===== src/hw/acr_regs.svh =====
`ifndef ACR_REGS_SVH
`define ACR_REGS_SVH

// register offsets, byte addresses, one 32-bit word each
`define ACR_OFS_FREQ_SRC      8'h00
`define ACR_OFS_CHAN_SWITCH   8'h04
`define ACR_OFS_LOOP_EN       8'h08
`define ACR_OFS_FB_SRC        8'h0c
`define ACR_OFS_FF_SRC        8'h10
`define ACR_OFS_TLIM_SRC      8'h14
`define ACR_OFS_TREF_SRC      8'h18
`define ACR_OFS_MAX_FREQ      8'h1c
`define ACR_OFS_VGAIN         8'h20
`define ACR_OFS_IGAIN         8'h24
`define ACR_OFS_FREQ_CMD      8'h40
`define ACR_OFS_FB_CMD        8'h44
`define ACR_OFS_FF_CMD        8'h48
`define ACR_OFS_TLIM_CMD      8'h4c
`define ACR_OFS_TREF_CMD      8'h50
`define ACR_OFS_VALID         8'h54

// selector codes
`define ACR_CODE_00           2'h0
`define ACR_CODE_01           2'h1
`define ACR_CODE_02           2'h2

// widths and scales
`define ACR_ADC_W             12
`define ACR_ADC_FS            12'hfff
`define ACR_GAIN_W            11
`define ACR_GAIN_MAX          11'h7d0
`define ACR_GAIN_UNITY        11'h3e8
`define ACR_CMD_W             16
`define ACR_PCT100_FS         16'h2710
`define ACR_PCT200_FS         16'h4e20
`define ACR_MAX_FREQ_RST      16'h1770

// reset values of selectors
`define ACR_SEL_RST           2'h0

`endif


===== src/hw/acr_pkg.sv =====
`include "acr_regs.svh"

package acr_pkg;
	typedef logic [`ACR_ADC_W-1:0]  acr_adc_t;
	typedef logic [`ACR_GAIN_W-1:0] acr_gain_t;
	typedef logic [`ACR_CMD_W-1:0]  acr_cmd_t;
	typedef logic [1:0]             acr_sel_t;
	typedef logic [7:0]             acr_addr_t;
	typedef logic [31:0]            acr_word_t;
endpackage : acr_pkg


===== src/hw/acr_gain.sv =====
`include "acr_regs.svh"

// scales one converted channel by a gain in tenths of a percent, clipped to full scale
module acr_gain (
	input  wire acr_pkg::acr_adc_t  raw,
	input  wire acr_pkg::acr_gain_t gain,
	output acr_pkg::acr_adc_t       scaled
);
	import acr_pkg::*;

	logic [`ACR_ADC_W+`ACR_GAIN_W-1:0] prod;
	logic [`ACR_ADC_W+`ACR_GAIN_W-1:0] quot;

	// divide by unity gain; saturate so a 200 % trim cannot wrap the command
	always_comb begin
		prod = raw * gain;
		quot = prod / `ACR_GAIN_UNITY;
		if (quot > {{`ACR_GAIN_W{1'b0}}, `ACR_ADC_FS})
			scaled = `ACR_ADC_FS;
		else
			scaled = quot[`ACR_ADC_W-1:0];
	end
endmodule : acr_gain


===== src/hw/acr_routing.sv =====
// Behaviour
// [RQ1] frequency code 01 takes switch-chosen channel
// [RQ2] loop enabled: feedback 00 current, 01 voltage
// [RQ3] loop enabled: feed-forward 01 voltage, 02 current
// [RQ4] torque limit code 02 uses voltage only
// [RQ5] torque command 00 voltage, 01 current
// [RQ6] channel full scale maps to command full scale
// [RQ7] software treats maximum frequency as 200 percent
// [RQ8] each channel has its own gain
// [RQ9] software trims with gain, scales elsewhere
// [RQ10] software avoids routing one channel twice
// [RQ11] gain 0.0 to 200.0 percent multiplies channel
// [RQ12] settings take effect on next control update
//
// Design decisions made here: the placing of the registers and the plain strobed port.
`include "acr_regs.svh"

module acr_routing (
	input  wire logic               clk,
	input  wire logic               rst,
	input  wire acr_pkg::acr_addr_t addr,
	input  wire acr_pkg::acr_word_t wdata,
	input  wire logic               wr_stb,
	input  wire logic               rd_stb,
	output acr_pkg::acr_word_t      rdata,
	input  wire acr_pkg::acr_adc_t  voltage_channel,
	input  wire acr_pkg::acr_adc_t  current_channel,
	input  wire logic               channel_switch_terminal,
	input  wire logic               ctrl_update,
	output acr_pkg::acr_cmd_t       freq_cmd,
	output logic                    freq_cmd_valid,
	output acr_pkg::acr_cmd_t       feedback_cmd,
	output logic                    feedback_valid,
	output acr_pkg::acr_cmd_t       feedforward_cmd,
	output logic                    feedforward_valid,
	output acr_pkg::acr_cmd_t       torque_limit_cmd,
	output logic                    torque_limit_valid,
	output acr_pkg::acr_cmd_t       torque_cmd,
	output logic                    torque_cmd_valid,
	output logic                    cmd_updated
);
	import acr_pkg::*;

	// software-side settings, written at any time
	acr_sel_t  frequency_source_selector_q;
	acr_sel_t  channel_switch_setting_q;
	acr_sel_t  closed_loop_enable_q;
	acr_sel_t  feedback_source_selector_q;
	acr_sel_t  feedforward_source_selector_q;
	acr_sel_t  torque_limit_source_selector_q;
	acr_sel_t  torque_reference_source_selector_q;
	acr_cmd_t  maximum_frequency_setting_q;
	acr_gain_t voltage_channel_gain_q;
	acr_gain_t current_channel_gain_q;

	// working copies that the datapath uses, loaded only on a control update
	acr_sel_t  freq_src_a_q;
	acr_sel_t  chan_sw_a_q;
	acr_sel_t  loop_en_a_q;
	acr_sel_t  fb_src_a_q;
	acr_sel_t  ff_src_a_q;
	acr_sel_t  tlim_src_a_q;
	acr_sel_t  tref_src_a_q;
	acr_cmd_t  max_freq_a_q;
	acr_gain_t gain_a_q [2];
	acr_adc_t  chan_raw [2];
	acr_adc_t  chan_scaled [2];
	logic      apply_q;

	acr_word_t wval;
	acr_gain_t gain_wr;

	assign wval    = wdata;
	assign chan_raw[0] = voltage_channel;
	assign chan_raw[1] = current_channel;

	// a gain above 200.0 % is clipped on write rather than refused
	assign gain_wr = (wval[31:`ACR_GAIN_W] != '0 || wval[`ACR_GAIN_W-1:0] > `ACR_GAIN_MAX) ?
			`ACR_GAIN_MAX : wval[`ACR_GAIN_W-1:0];   // [RQ11]

	// settings registers
	always_ff @(posedge clk) begin
		if (rst) begin
			frequency_source_selector_q        <= `ACR_SEL_RST;
			channel_switch_setting_q           <= `ACR_SEL_RST;
			closed_loop_enable_q               <= `ACR_SEL_RST;
			feedback_source_selector_q         <= `ACR_SEL_RST;
			feedforward_source_selector_q      <= `ACR_SEL_RST;
			torque_limit_source_selector_q     <= `ACR_SEL_RST;
			torque_reference_source_selector_q <= `ACR_SEL_RST;
			maximum_frequency_setting_q        <= `ACR_MAX_FREQ_RST;
			voltage_channel_gain_q             <= `ACR_GAIN_UNITY;
			current_channel_gain_q             <= `ACR_GAIN_UNITY;
		end else if (wr_stb) begin
			case (addr)
				`ACR_OFS_FREQ_SRC:    frequency_source_selector_q        <= wval[1:0];
				`ACR_OFS_CHAN_SWITCH: channel_switch_setting_q           <= wval[1:0];
				`ACR_OFS_LOOP_EN:     closed_loop_enable_q               <= wval[1:0];
				`ACR_OFS_FB_SRC:      feedback_source_selector_q         <= wval[1:0];
				`ACR_OFS_FF_SRC:      feedforward_source_selector_q      <= wval[1:0];
				`ACR_OFS_TLIM_SRC:    torque_limit_source_selector_q     <= wval[1:0];
				`ACR_OFS_TREF_SRC:    torque_reference_source_selector_q <= wval[1:0];
				`ACR_OFS_MAX_FREQ:    maximum_frequency_setting_q        <= wval[`ACR_CMD_W-1:0];
				`ACR_OFS_VGAIN:       voltage_channel_gain_q             <= gain_wr;   // [RQ8]
				`ACR_OFS_IGAIN:       current_channel_gain_q             <= gain_wr;   // [RQ8]
				default: ;
			endcase
		end
	end

	// copy settings only at an update so a half-written set never reaches the commands
	always_ff @(posedge clk) begin
		if (rst) begin
			freq_src_a_q <= `ACR_SEL_RST;
			chan_sw_a_q  <= `ACR_SEL_RST;
			loop_en_a_q  <= `ACR_SEL_RST;
			fb_src_a_q   <= `ACR_SEL_RST;
			ff_src_a_q   <= `ACR_SEL_RST;
			tlim_src_a_q <= `ACR_SEL_RST;
			tref_src_a_q <= `ACR_SEL_RST;
			max_freq_a_q <= `ACR_MAX_FREQ_RST;
			gain_a_q[0]  <= `ACR_GAIN_UNITY;
			gain_a_q[1]  <= `ACR_GAIN_UNITY;
		end else if (ctrl_update) begin   // [RQ12]
			freq_src_a_q <= frequency_source_selector_q;
			chan_sw_a_q  <= channel_switch_setting_q;
			loop_en_a_q  <= closed_loop_enable_q;
			fb_src_a_q   <= feedback_source_selector_q;
			ff_src_a_q   <= feedforward_source_selector_q;
			tlim_src_a_q <= torque_limit_source_selector_q;
			tref_src_a_q <= torque_reference_source_selector_q;
			max_freq_a_q <= maximum_frequency_setting_q;
			gain_a_q[0]  <= voltage_channel_gain_q;
			gain_a_q[1]  <= current_channel_gain_q;
		end
	end

	// outputs follow one cycle after the settings were copied
	always_ff @(posedge clk) begin
		if (rst)
			apply_q <= 1'b0;
		else
			apply_q <= ctrl_update;
	end

	// per-channel gain trim, index 0 voltage, index 1 current
	for (genvar ch = 0; ch < 2; ch++) begin : g_chan
		acr_gain u_gain (
			.raw    (chan_raw[ch]),
			.gain   (gain_a_q[ch]),
			.scaled (chan_scaled[ch])
		);   // [RQ8] [RQ11]
	end

	// full-scale conversion: channel full scale lands on command full scale
	function automatic acr_cmd_t scale_to(input acr_adc_t v, input acr_cmd_t fs);
		logic [`ACR_ADC_W+`ACR_CMD_W-1:0] p;
		logic [`ACR_ADC_W+`ACR_CMD_W-1:0] q;
		p = v * fs;
		q = p / `ACR_ADC_FS;
		return q[`ACR_CMD_W-1:0];
	endfunction : scale_to

	// channel choices
	logic     freq_use_current;
	logic     freq_ok;
	logic     loop_on;
	logic     fb_ok;
	logic     ff_ok;
	logic     tlim_ok;
	logic     tref_ok;
	acr_adc_t freq_ch;
	acr_adc_t fb_ch;
	acr_adc_t ff_ch;
	acr_adc_t tref_ch;

	always_comb begin
		// switch code 00 lets the terminal choose; 01 and 02 pin one channel
		case (chan_sw_a_q)
			`ACR_CODE_00: freq_use_current = channel_switch_terminal;   // [RQ1]
			`ACR_CODE_01: freq_use_current = 1'b0;
			`ACR_CODE_02: freq_use_current = 1'b1;
			default:      freq_use_current = channel_switch_terminal;
		endcase
		freq_ok = (freq_src_a_q == `ACR_CODE_01);   // [RQ1]
		freq_ch = freq_use_current ? chan_scaled[1] : chan_scaled[0];
		loop_on = (loop_en_a_q == `ACR_CODE_01) || (loop_en_a_q == `ACR_CODE_02);
		// feedback: 00 current, 01 voltage
		case (fb_src_a_q)
			`ACR_CODE_00: begin fb_ok = loop_on; fb_ch = chan_scaled[1]; end   // [RQ2]
			`ACR_CODE_01: begin fb_ok = loop_on; fb_ch = chan_scaled[0]; end   // [RQ2]
			default:      begin fb_ok = 1'b0;    fb_ch = '0;             end
		endcase
		// feed-forward: 01 voltage, 02 current
		case (ff_src_a_q)
			`ACR_CODE_01: begin ff_ok = loop_on; ff_ch = chan_scaled[0]; end   // [RQ3]
			`ACR_CODE_02: begin ff_ok = loop_on; ff_ch = chan_scaled[1]; end   // [RQ3]
			default:      begin ff_ok = 1'b0;    ff_ch = '0;             end
		endcase
		// the limit never looks at the current channel
		tlim_ok = (tlim_src_a_q == `ACR_CODE_02);   // [RQ4]
		case (tref_src_a_q)
			`ACR_CODE_00: begin tref_ok = 1'b1; tref_ch = chan_scaled[0]; end   // [RQ5]
			`ACR_CODE_01: begin tref_ok = 1'b1; tref_ch = chan_scaled[1]; end   // [RQ5]
			default:      begin tref_ok = 1'b0; tref_ch = '0;             end
		endcase
	end

	// command registers change only at an update, so a setting change cannot glitch them;
	// both channels may feed several commands, nothing here prevents it
	always_ff @(posedge clk) begin
		if (rst) begin
			freq_cmd           <= '0;
			freq_cmd_valid     <= 1'b0;
			feedback_cmd       <= '0;
			feedback_valid     <= 1'b0;
			feedforward_cmd    <= '0;
			feedforward_valid  <= 1'b0;
			torque_limit_cmd   <= '0;
			torque_limit_valid <= 1'b0;
			torque_cmd         <= '0;
			torque_cmd_valid   <= 1'b0;
		end else if (apply_q) begin   // [RQ12]
			freq_cmd           <= freq_ok ? scale_to(freq_ch, max_freq_a_q) : '0;   // [RQ6]
			freq_cmd_valid     <= freq_ok;
			feedback_cmd       <= fb_ok ? scale_to(fb_ch, `ACR_PCT100_FS) : '0;   // [RQ6]
			feedback_valid     <= fb_ok;
			feedforward_cmd    <= ff_ok ? scale_to(ff_ch, `ACR_PCT100_FS) : '0;   // [RQ6]
			feedforward_valid  <= ff_ok;
			torque_limit_cmd   <= tlim_ok ? scale_to(chan_scaled[0], `ACR_PCT200_FS) : '0;   // [RQ4] [RQ6]
			torque_limit_valid <= tlim_ok;
			torque_cmd         <= tref_ok ? scale_to(tref_ch, `ACR_PCT200_FS) : '0;   // [RQ6]
			torque_cmd_valid   <= tref_ok;
		end
	end

	// one-cycle marker that fresh commands stand on the outputs
	always_ff @(posedge clk) begin
		if (rst)
			cmd_updated <= 1'b0;
		else
			cmd_updated <= apply_q;
	end

	// read data one cycle after the strobe; unmapped or idle reads give zero
	always_ff @(posedge clk) begin
		if (rst || !rd_stb) begin
			rdata <= '0;
		end else begin
			case (addr)
				`ACR_OFS_FREQ_SRC:    rdata <= {30'h0, frequency_source_selector_q};
				`ACR_OFS_CHAN_SWITCH: rdata <= {30'h0, channel_switch_setting_q};
				`ACR_OFS_LOOP_EN:     rdata <= {30'h0, closed_loop_enable_q};
				`ACR_OFS_FB_SRC:      rdata <= {30'h0, feedback_source_selector_q};
				`ACR_OFS_FF_SRC:      rdata <= {30'h0, feedforward_source_selector_q};
				`ACR_OFS_TLIM_SRC:    rdata <= {30'h0, torque_limit_source_selector_q};
				`ACR_OFS_TREF_SRC:    rdata <= {30'h0, torque_reference_source_selector_q};
				`ACR_OFS_MAX_FREQ:    rdata <= {16'h0, maximum_frequency_setting_q};
				`ACR_OFS_VGAIN:       rdata <= {21'h0, voltage_channel_gain_q};
				`ACR_OFS_IGAIN:       rdata <= {21'h0, current_channel_gain_q};
				`ACR_OFS_FREQ_CMD:    rdata <= {16'h0, freq_cmd};
				`ACR_OFS_FB_CMD:      rdata <= {16'h0, feedback_cmd};
				`ACR_OFS_FF_CMD:      rdata <= {16'h0, feedforward_cmd};
				`ACR_OFS_TLIM_CMD:    rdata <= {16'h0, torque_limit_cmd};
				`ACR_OFS_TREF_CMD:    rdata <= {16'h0, torque_cmd};
				`ACR_OFS_VALID:       rdata <= {27'h0, torque_cmd_valid, torque_limit_valid,
						feedforward_valid, feedback_valid, freq_cmd_valid};
				default:              rdata <= '0;
			endcase
		end
	end
endmodule : acr_routing


===== config.mk =====
export PLATFORM = sky130hd
export DESIGN_NAME = acr_routing
export DESIGN_NICKNAME = d
export VERILOG_FILES = /design/src/hw/acr_pkg.sv /design/src/hw/acr_gain.sv /design/src/hw/acr_routing.sv
export VERILOG_INCLUDE_DIRS = /design/src /design/src/hw
export SDC_FILE = /design/constraint.sdc
export NUM_CORES = 2
export LEC_CHECK = 0
export ABC_AREA = 1
export CAP_MARGIN = 20
export CORE_MARGIN = 2
export CORE_UTILIZATION = 40
export CTS_BUF_LIST = sky130_fd_sc_hd__clkbuf_16
export DETAILED_ROUTE_END_ITERATION = 8
export DONT_BUFFER_PORTS = 1
export SETUP_SLACK_MARGIN = 0.1
export SYNTH_ARGS = -nofsm -noshare
export SYNTH_HDL_FRONTEND = slang
export SYNTH_HIERARCHICAL = 1
export SYNTH_SLANG_ARGS = --single-unit

===== constraint.sdc =====
create_clock -name clk -period 52.3 [get_ports clk]
set_clock_uncertainty 0.15 [all_clocks]
set_input_delay 15.69 -clock clk [delete_from_list [all_inputs] [get_ports clk]]
set_output_delay 15.69 -clock clk [all_outputs]
set_load 0.05 [all_outputs]

-- Yosys cells after proc, flatten, opt, wreduce, memory -nomap -nowiden
Memory sizes are Yosys's and may differ from the RTL's.
Cells that the tools add are included.
- bits in registers: 201
- RAM bits: 22
- input port bits: 70
- output and inout port bits: 118
- logic and storage cells: 121
- memories: 1
- memories (memory ; depth ; bits a word ; read ports ; clocked after memory_dff ; wr ports ; RTL line ; RTL):
    gain_a_q ; 2 ; 11 ; 2 ; 0 ; 2 ; acr_routing.sv:65 ; acr_gain_t gain_a_q [2];
- multiply operators: 7
- divide/modulo/power cells: 7
- $lt $le $gt $ge: 3
- equal/unequal tests: 25
- muxes and demuxes: 24
- bitwise gates (word level): 2
- reduce and logical (&&, ||, !) cells: 21
- operators by type and width (cell ; count):
    $pmux 16 s16 ; 1
    $mul 12x10->22 const B ; 4
    $mux 16 ; 5
    $pmux 12 s2 ; 3
    $div 26x12->28 const B ; 2
    $div 27x12->28 const B ; 2
    $eq 8x7->1 const B ; 6
    $div 23x10->23 const B ; 2
    $gt 23x12->1 const B ; 2
    $mul 12x11->23 ; 2
    $mux 12 ; 3
    $mux 11 ; 3
    $eq 8x5->1 const B ; 4
    $div 28x12->28 const B ; 1
    $mul 12x16->28 ; 1
    $reduce_bool 21->1 ; 1
    $reduce_and 2->1 ; 10
    $eq 8x4->1 const B ; 2
    $eq 8x6->1 const B ; 2
    $eq 2x1->1 const B ; 6
    $gt 11x11->1 const B ; 1
    $eq 2x2->1 const B ; 4
    $eq 8x3->1 const B ; 1
    $logic_not 8->1 ; 1
    7 further kinds ; 20

-- Depth between registers and ports, before layout
An unclocked memory read counts as a cell.
- depth in word-level cells: 9
- depth in mapped cells: 254
- mapped depth without buffers: 243

-- By module
Netlist, hierarchy kept.
- modules (own cells, without submodules) (module ; instances ; cells an instance ; area an instance (sq um) ; sequential area each (sq um)):
    acr_routing ; 1 ; 9237 ; 52338.9 ; 4324.1
    acr_gain (g_chan[0].u_gain) ; 1 ; 1352 ; 7936.4 ; 0.0
    acr_gain (g_chan[1].u_gain) ; 1 ; 1281 ; 7732.4 ; 0.0

-- Least setup slack after synthesis
OpenSTA, ideal clock, no wires.
- path type: input -> register
- from: input port voltage_channel[0]
- to: register feedback_cmd[0]
- setup time: 0.129 ns
- arrival: 40.949 ns
- required time: 52.021 ns
- path slack: 11.071 ns
- stages: 222
- buffers on the path: 8
- path through: clkbuf_1 -> nand2_1 -> fa_1 -> fa_1 -> inv_1 -> fa_1 -> fa_1 -> inv_1 -> fa_1 -> inv_1 -> ha_1 -> nand2_1 -> inv_1 -> nand2_1 -> nand2_1 -> inv_1 -> nand3_2 -> nand2_1 -> [186 not listed] -> nand2_1 -> ha_1 -> nand3_1 -> nor2_1 -> nand2_1 -> nand2_1 -> ha_1 -> nand3_1 -> nor2_2 -> nand2_2 -> nand2_1 -> nand2_1 -> inv_1 -> nand2_1 -> nor2_1 -> nand2_1 -> nand2_1 -> a21oi_1
- RTL lines (what ; RTL line ; RTL):
    from (decl) ; acr_routing.sv:26 ; input wire acr_pkg::acr_adc_t voltage_channel,
    to (signal assigned) ; acr_routing.sv:226 ; feedback_cmd <= fb_ok ? scale_to(fb_ch, `ACR_PCT100_FS) : '0;
    to (decl) ; acr_routing.sv:32 ; output acr_pkg::acr_cmd_t feedback_cmd,

==> qor.yml <==
synth:
  ys.flop_type: "dfxtp_1"
  yosys_warnings: 6
  avgSynthCellArea_sq_um: 5.73
  ys_async_sr_fraction_pct: 0
  syn-cell-area_sq_mm: 0.0680
  synth-edff-count: 22
  syn_inst: 11870
  synth-seq-cells: 205
  synth_cell_types: 83
  ys_seq_area_share_pct: 6.36
timing:
  report.final.slew_viol_count: 0
  finalSetupTns_ns: 0
  slew_headroom_pct: 24.5
  fin_crit_ns: 48.09
  hold_viol_final: 0
  post-route-period-util_pct: 92.0
  tightest_slew_ns: 1.13
  finalSetupViolCount: 0
  grt_setup_unrepaired: "false"
  max_freq_mhz: 20.8
setup_path:
  worstSetupStartpointType: "input port"
  cpPeakStageDelay_ns: 0.80
  cp_common_cell: "nand2_1"
  end_kind: "flip-flop"
  critPathKind: "input port to flip-flop"
  cp.arrival_ns: 48.44
  crit_fanout: 23
  worst_path_max_delay_cell: "xor2_1"
  required_ns: 52.65
clock_network:
  clockRootBuffer: "clkbuf_16"
  cts_hold_buf: 0
  worstSkewPairLatency_ns: 0.62
  post_cts_resized: 0
  h-tree-depth: 1
  cts_sinks: 205
  cts_buffer_depth: 3
  cts_buffers: 27
  cts.clk_slew.worst_paths_ns: 0.06
  postCtsSetupRepairBufs: 0
  cts_tree: "yes"
grt:
  antenna_found_initial: 5
  grt_max_degree: 107
  grt_pass1_vias: 67734
  grt_pass1_wl_um: 363000
  grtUsageTotal_pct: 25.5
  gr-total-overflow: 0
detailed_routing:
  finalWirelength_um: 228000
  wl_per_cell_um: 16.3
  post-route-drc-count: 0
  dr.pass1.iters: 6
  drt_iter0_markers: 5013
  vias_per_cell: 5.19
  ant_nets: 0
  vias: 72475
outcome:
  status: "finished, final reports clean"
placed_design:
  dp_hpwl_um: 194000
  gp_congestion: 0.964
  port_buffers: 0
floorplanning:
  rows: 151
  io-pin-count: 188
  core_sq_mm: 0.169
  start_util_pct: 40.2
  dieArea_sq_mm: 0.173
  die_h_um: 416
  die_x_um: 416
flow_run:
  maxCapViolations: 0
finish:
  register_area_sq_mm: 0.00432
  drive_gt1_share_pct: 7.59
  finalNetCount: 12667
  multi_input_area_sq_mm: 0.0537
  fill_cells: 18596
  syn_to_final_growth_pct: 3.88
hold_path:
  min_path_type: "flip-flop to flip-flop"
per-stage QoR:
stage | util, % | cell area, sq um | hold slack [ns] | instances | worst slack, ns
after floorplan | - | 68100 | 0.279 | 11887 | 11.07
after global placement | 41.2 | 69700 | 0.293 | 13916 | 3.85
after detailed placement | 41.2 | 69700 | 0.305 | 13916 | 3.78
after CTS | 41.8 | 70600 | 0.321 | 13966 | 4.37
after global routing | 41.8 | 70600 | 0.356 | 13969 | 0.668
final | 41.8 | 70600 | 0.322 | 13974 | 4.21
final cells by class:
| class | count | area share (%) |
|---|---|---|
| antenna | 7 | 0.0248 |
| clock buffer | 29 | 1.03 |
| clock inverter | 21 | 0.313 |
| inverter | 2261 | 12.0 |
| multi-input combinational | 9182 | 76.0 |
| sequential | 205 | 6.12 |
| tap | 2218 | 3.93 |
| timing repair buffer | 51 | 0.542 |
critical path, delay by kind of cell:
family / cells / cell delay (ns)
AO/OA/AOI/OAI: 16 / 2.76
XOR/XNOR: 3 / 1.20
adder cells (fa/ha/maj): 14 / 5.64
buffers and inverters: 26 / 2.40
AND/OR/NAND/NOR: 141 / 20.57
worst paths after layout:
kind	from	to	slack [ns]	depth (start not counted)
setup / recovery	voltage_channel[3]	feedforward_cmd[0]	4.21	200
hold / removal	tlim_src_a_q[0]	tlim_src_a_q[0]	0.32	2
setup reg to reg	gain_a_q[0][10]	feedforward_cmd[0]	18.55	198
hold reg to reg	tlim_src_a_q[0]	tlim_src_a_q[0]	0.32	2
cell families (layout without fill, tap and decap cells):
family | count (synthesis) | in the layout | synth area share (%)
compound gates | 981 | 981 | 8.54
xor+xnor | 297 | 297 | 3.85
fa+ha+maj | 869 | 869 | 20.5
buf+inv | 2500 | 2362 | 14.8
flops | 205 | 205 | 6.36
mux | 1 | 1 | 0.0166
other cells | 1 | 25 | 0.00551
simple gates | 7016 | 7016 | 45.9
synthesized netlist by cell type, types with 8 or more instances:
cell type | count | area share, %
nand2_1 | 3900 | 22
inv_1 | 2089 | 12
nand3_1 | 1112 | 8.2
nor2_1 | 1007 | 5.6
ha_1 | 459 | 8.4
fa_1 | 410 | 12
a21oi_1 | 311 | 2.3
o21ai_0 | 268 | 2.0
nand2_2 | 249 | 2.3
xor2_1 | 228 | 2.9
nand4_1 | 204 | 1.9
dfxtp_1 | 183 | 5.4
inv_2 | 143 | 0.79
nor2_2 | 118 | 1.1
clkbuf_1 | 103 | 0.57
o21ai_1 | 86 | 0.63
nor3_1 | 80 | 0.59
nand3_2 | 79 | 1.2
nand2_4 | 75 | 1.2
o22ai_1 | 71 | 0.65
xnor2_1 | 67 | 0.86
o211ai_1 | 54 | 0.60
buf_4 | 53 | 0.59
nand3b_1 | 50 | 0.55
buf_6 | 41 | 0.68
o21bai_1 | 35 | 0.39
nor2_4 | 29 | 0.48
nor4_1 | 29 | 0.27
clkinv_1 | 27 | 0.15
a221oi_1 | 24 | 0.31
edfxtp_1 | 22 | 0.97
and2_1 | 18 | 0.17
a31oi_1 | 17 | 0.16
o21ai_2 | 17 | 0.22
a21oi_2 | 15 | 0.19
or2_2 | 15 | 0.14
buf_2 | 14 | 0.10
buf_1 | 12 | 0.066
nand3_4 | 9 | 0.23
a22oi_1 | 8 | 0.088
and3_1 | 8 | 0.074
nor3_2 | 8 | 0.12
metal layers:
layer | part of all wire, % | GRT usage, %
met5 | 0.012 | 0
met4 | 4.5 | 9.08
met3 | 4.3 | 1.77
met2 | 47 | 44.0
met1 | 45 | 33.4
sequential cells by signal, indices dropped and copies added (netlist names), 11 cells and up:
signal,count
gain_a_q,22
freq_cmd,16
max_freq_a_q,16
maximum_frequency_setting_q,16
rdata,16
torque_cmd,16
torque_limit_cmd,16
feedback_cmd,15
feedforward_cmd,15
current_channel_gain_q,11
voltage_channel_gain_q,11
cells in the final DEF (no fill, tap or decap), drive strengths merged, types with 71 or more instances in the layout:
master  instances
nand3        1200
o21ai         372
a21oi         330
xor2          229
ha            459
nand2        4227
fa            410
nor2         1154
dfxtp         183
o22ai          71
nand4         212
nor3           88
inv          2238
Power is not shown: default switching activity piles up to over one toggle a cycle in this logic, so the estimate is an artifact.
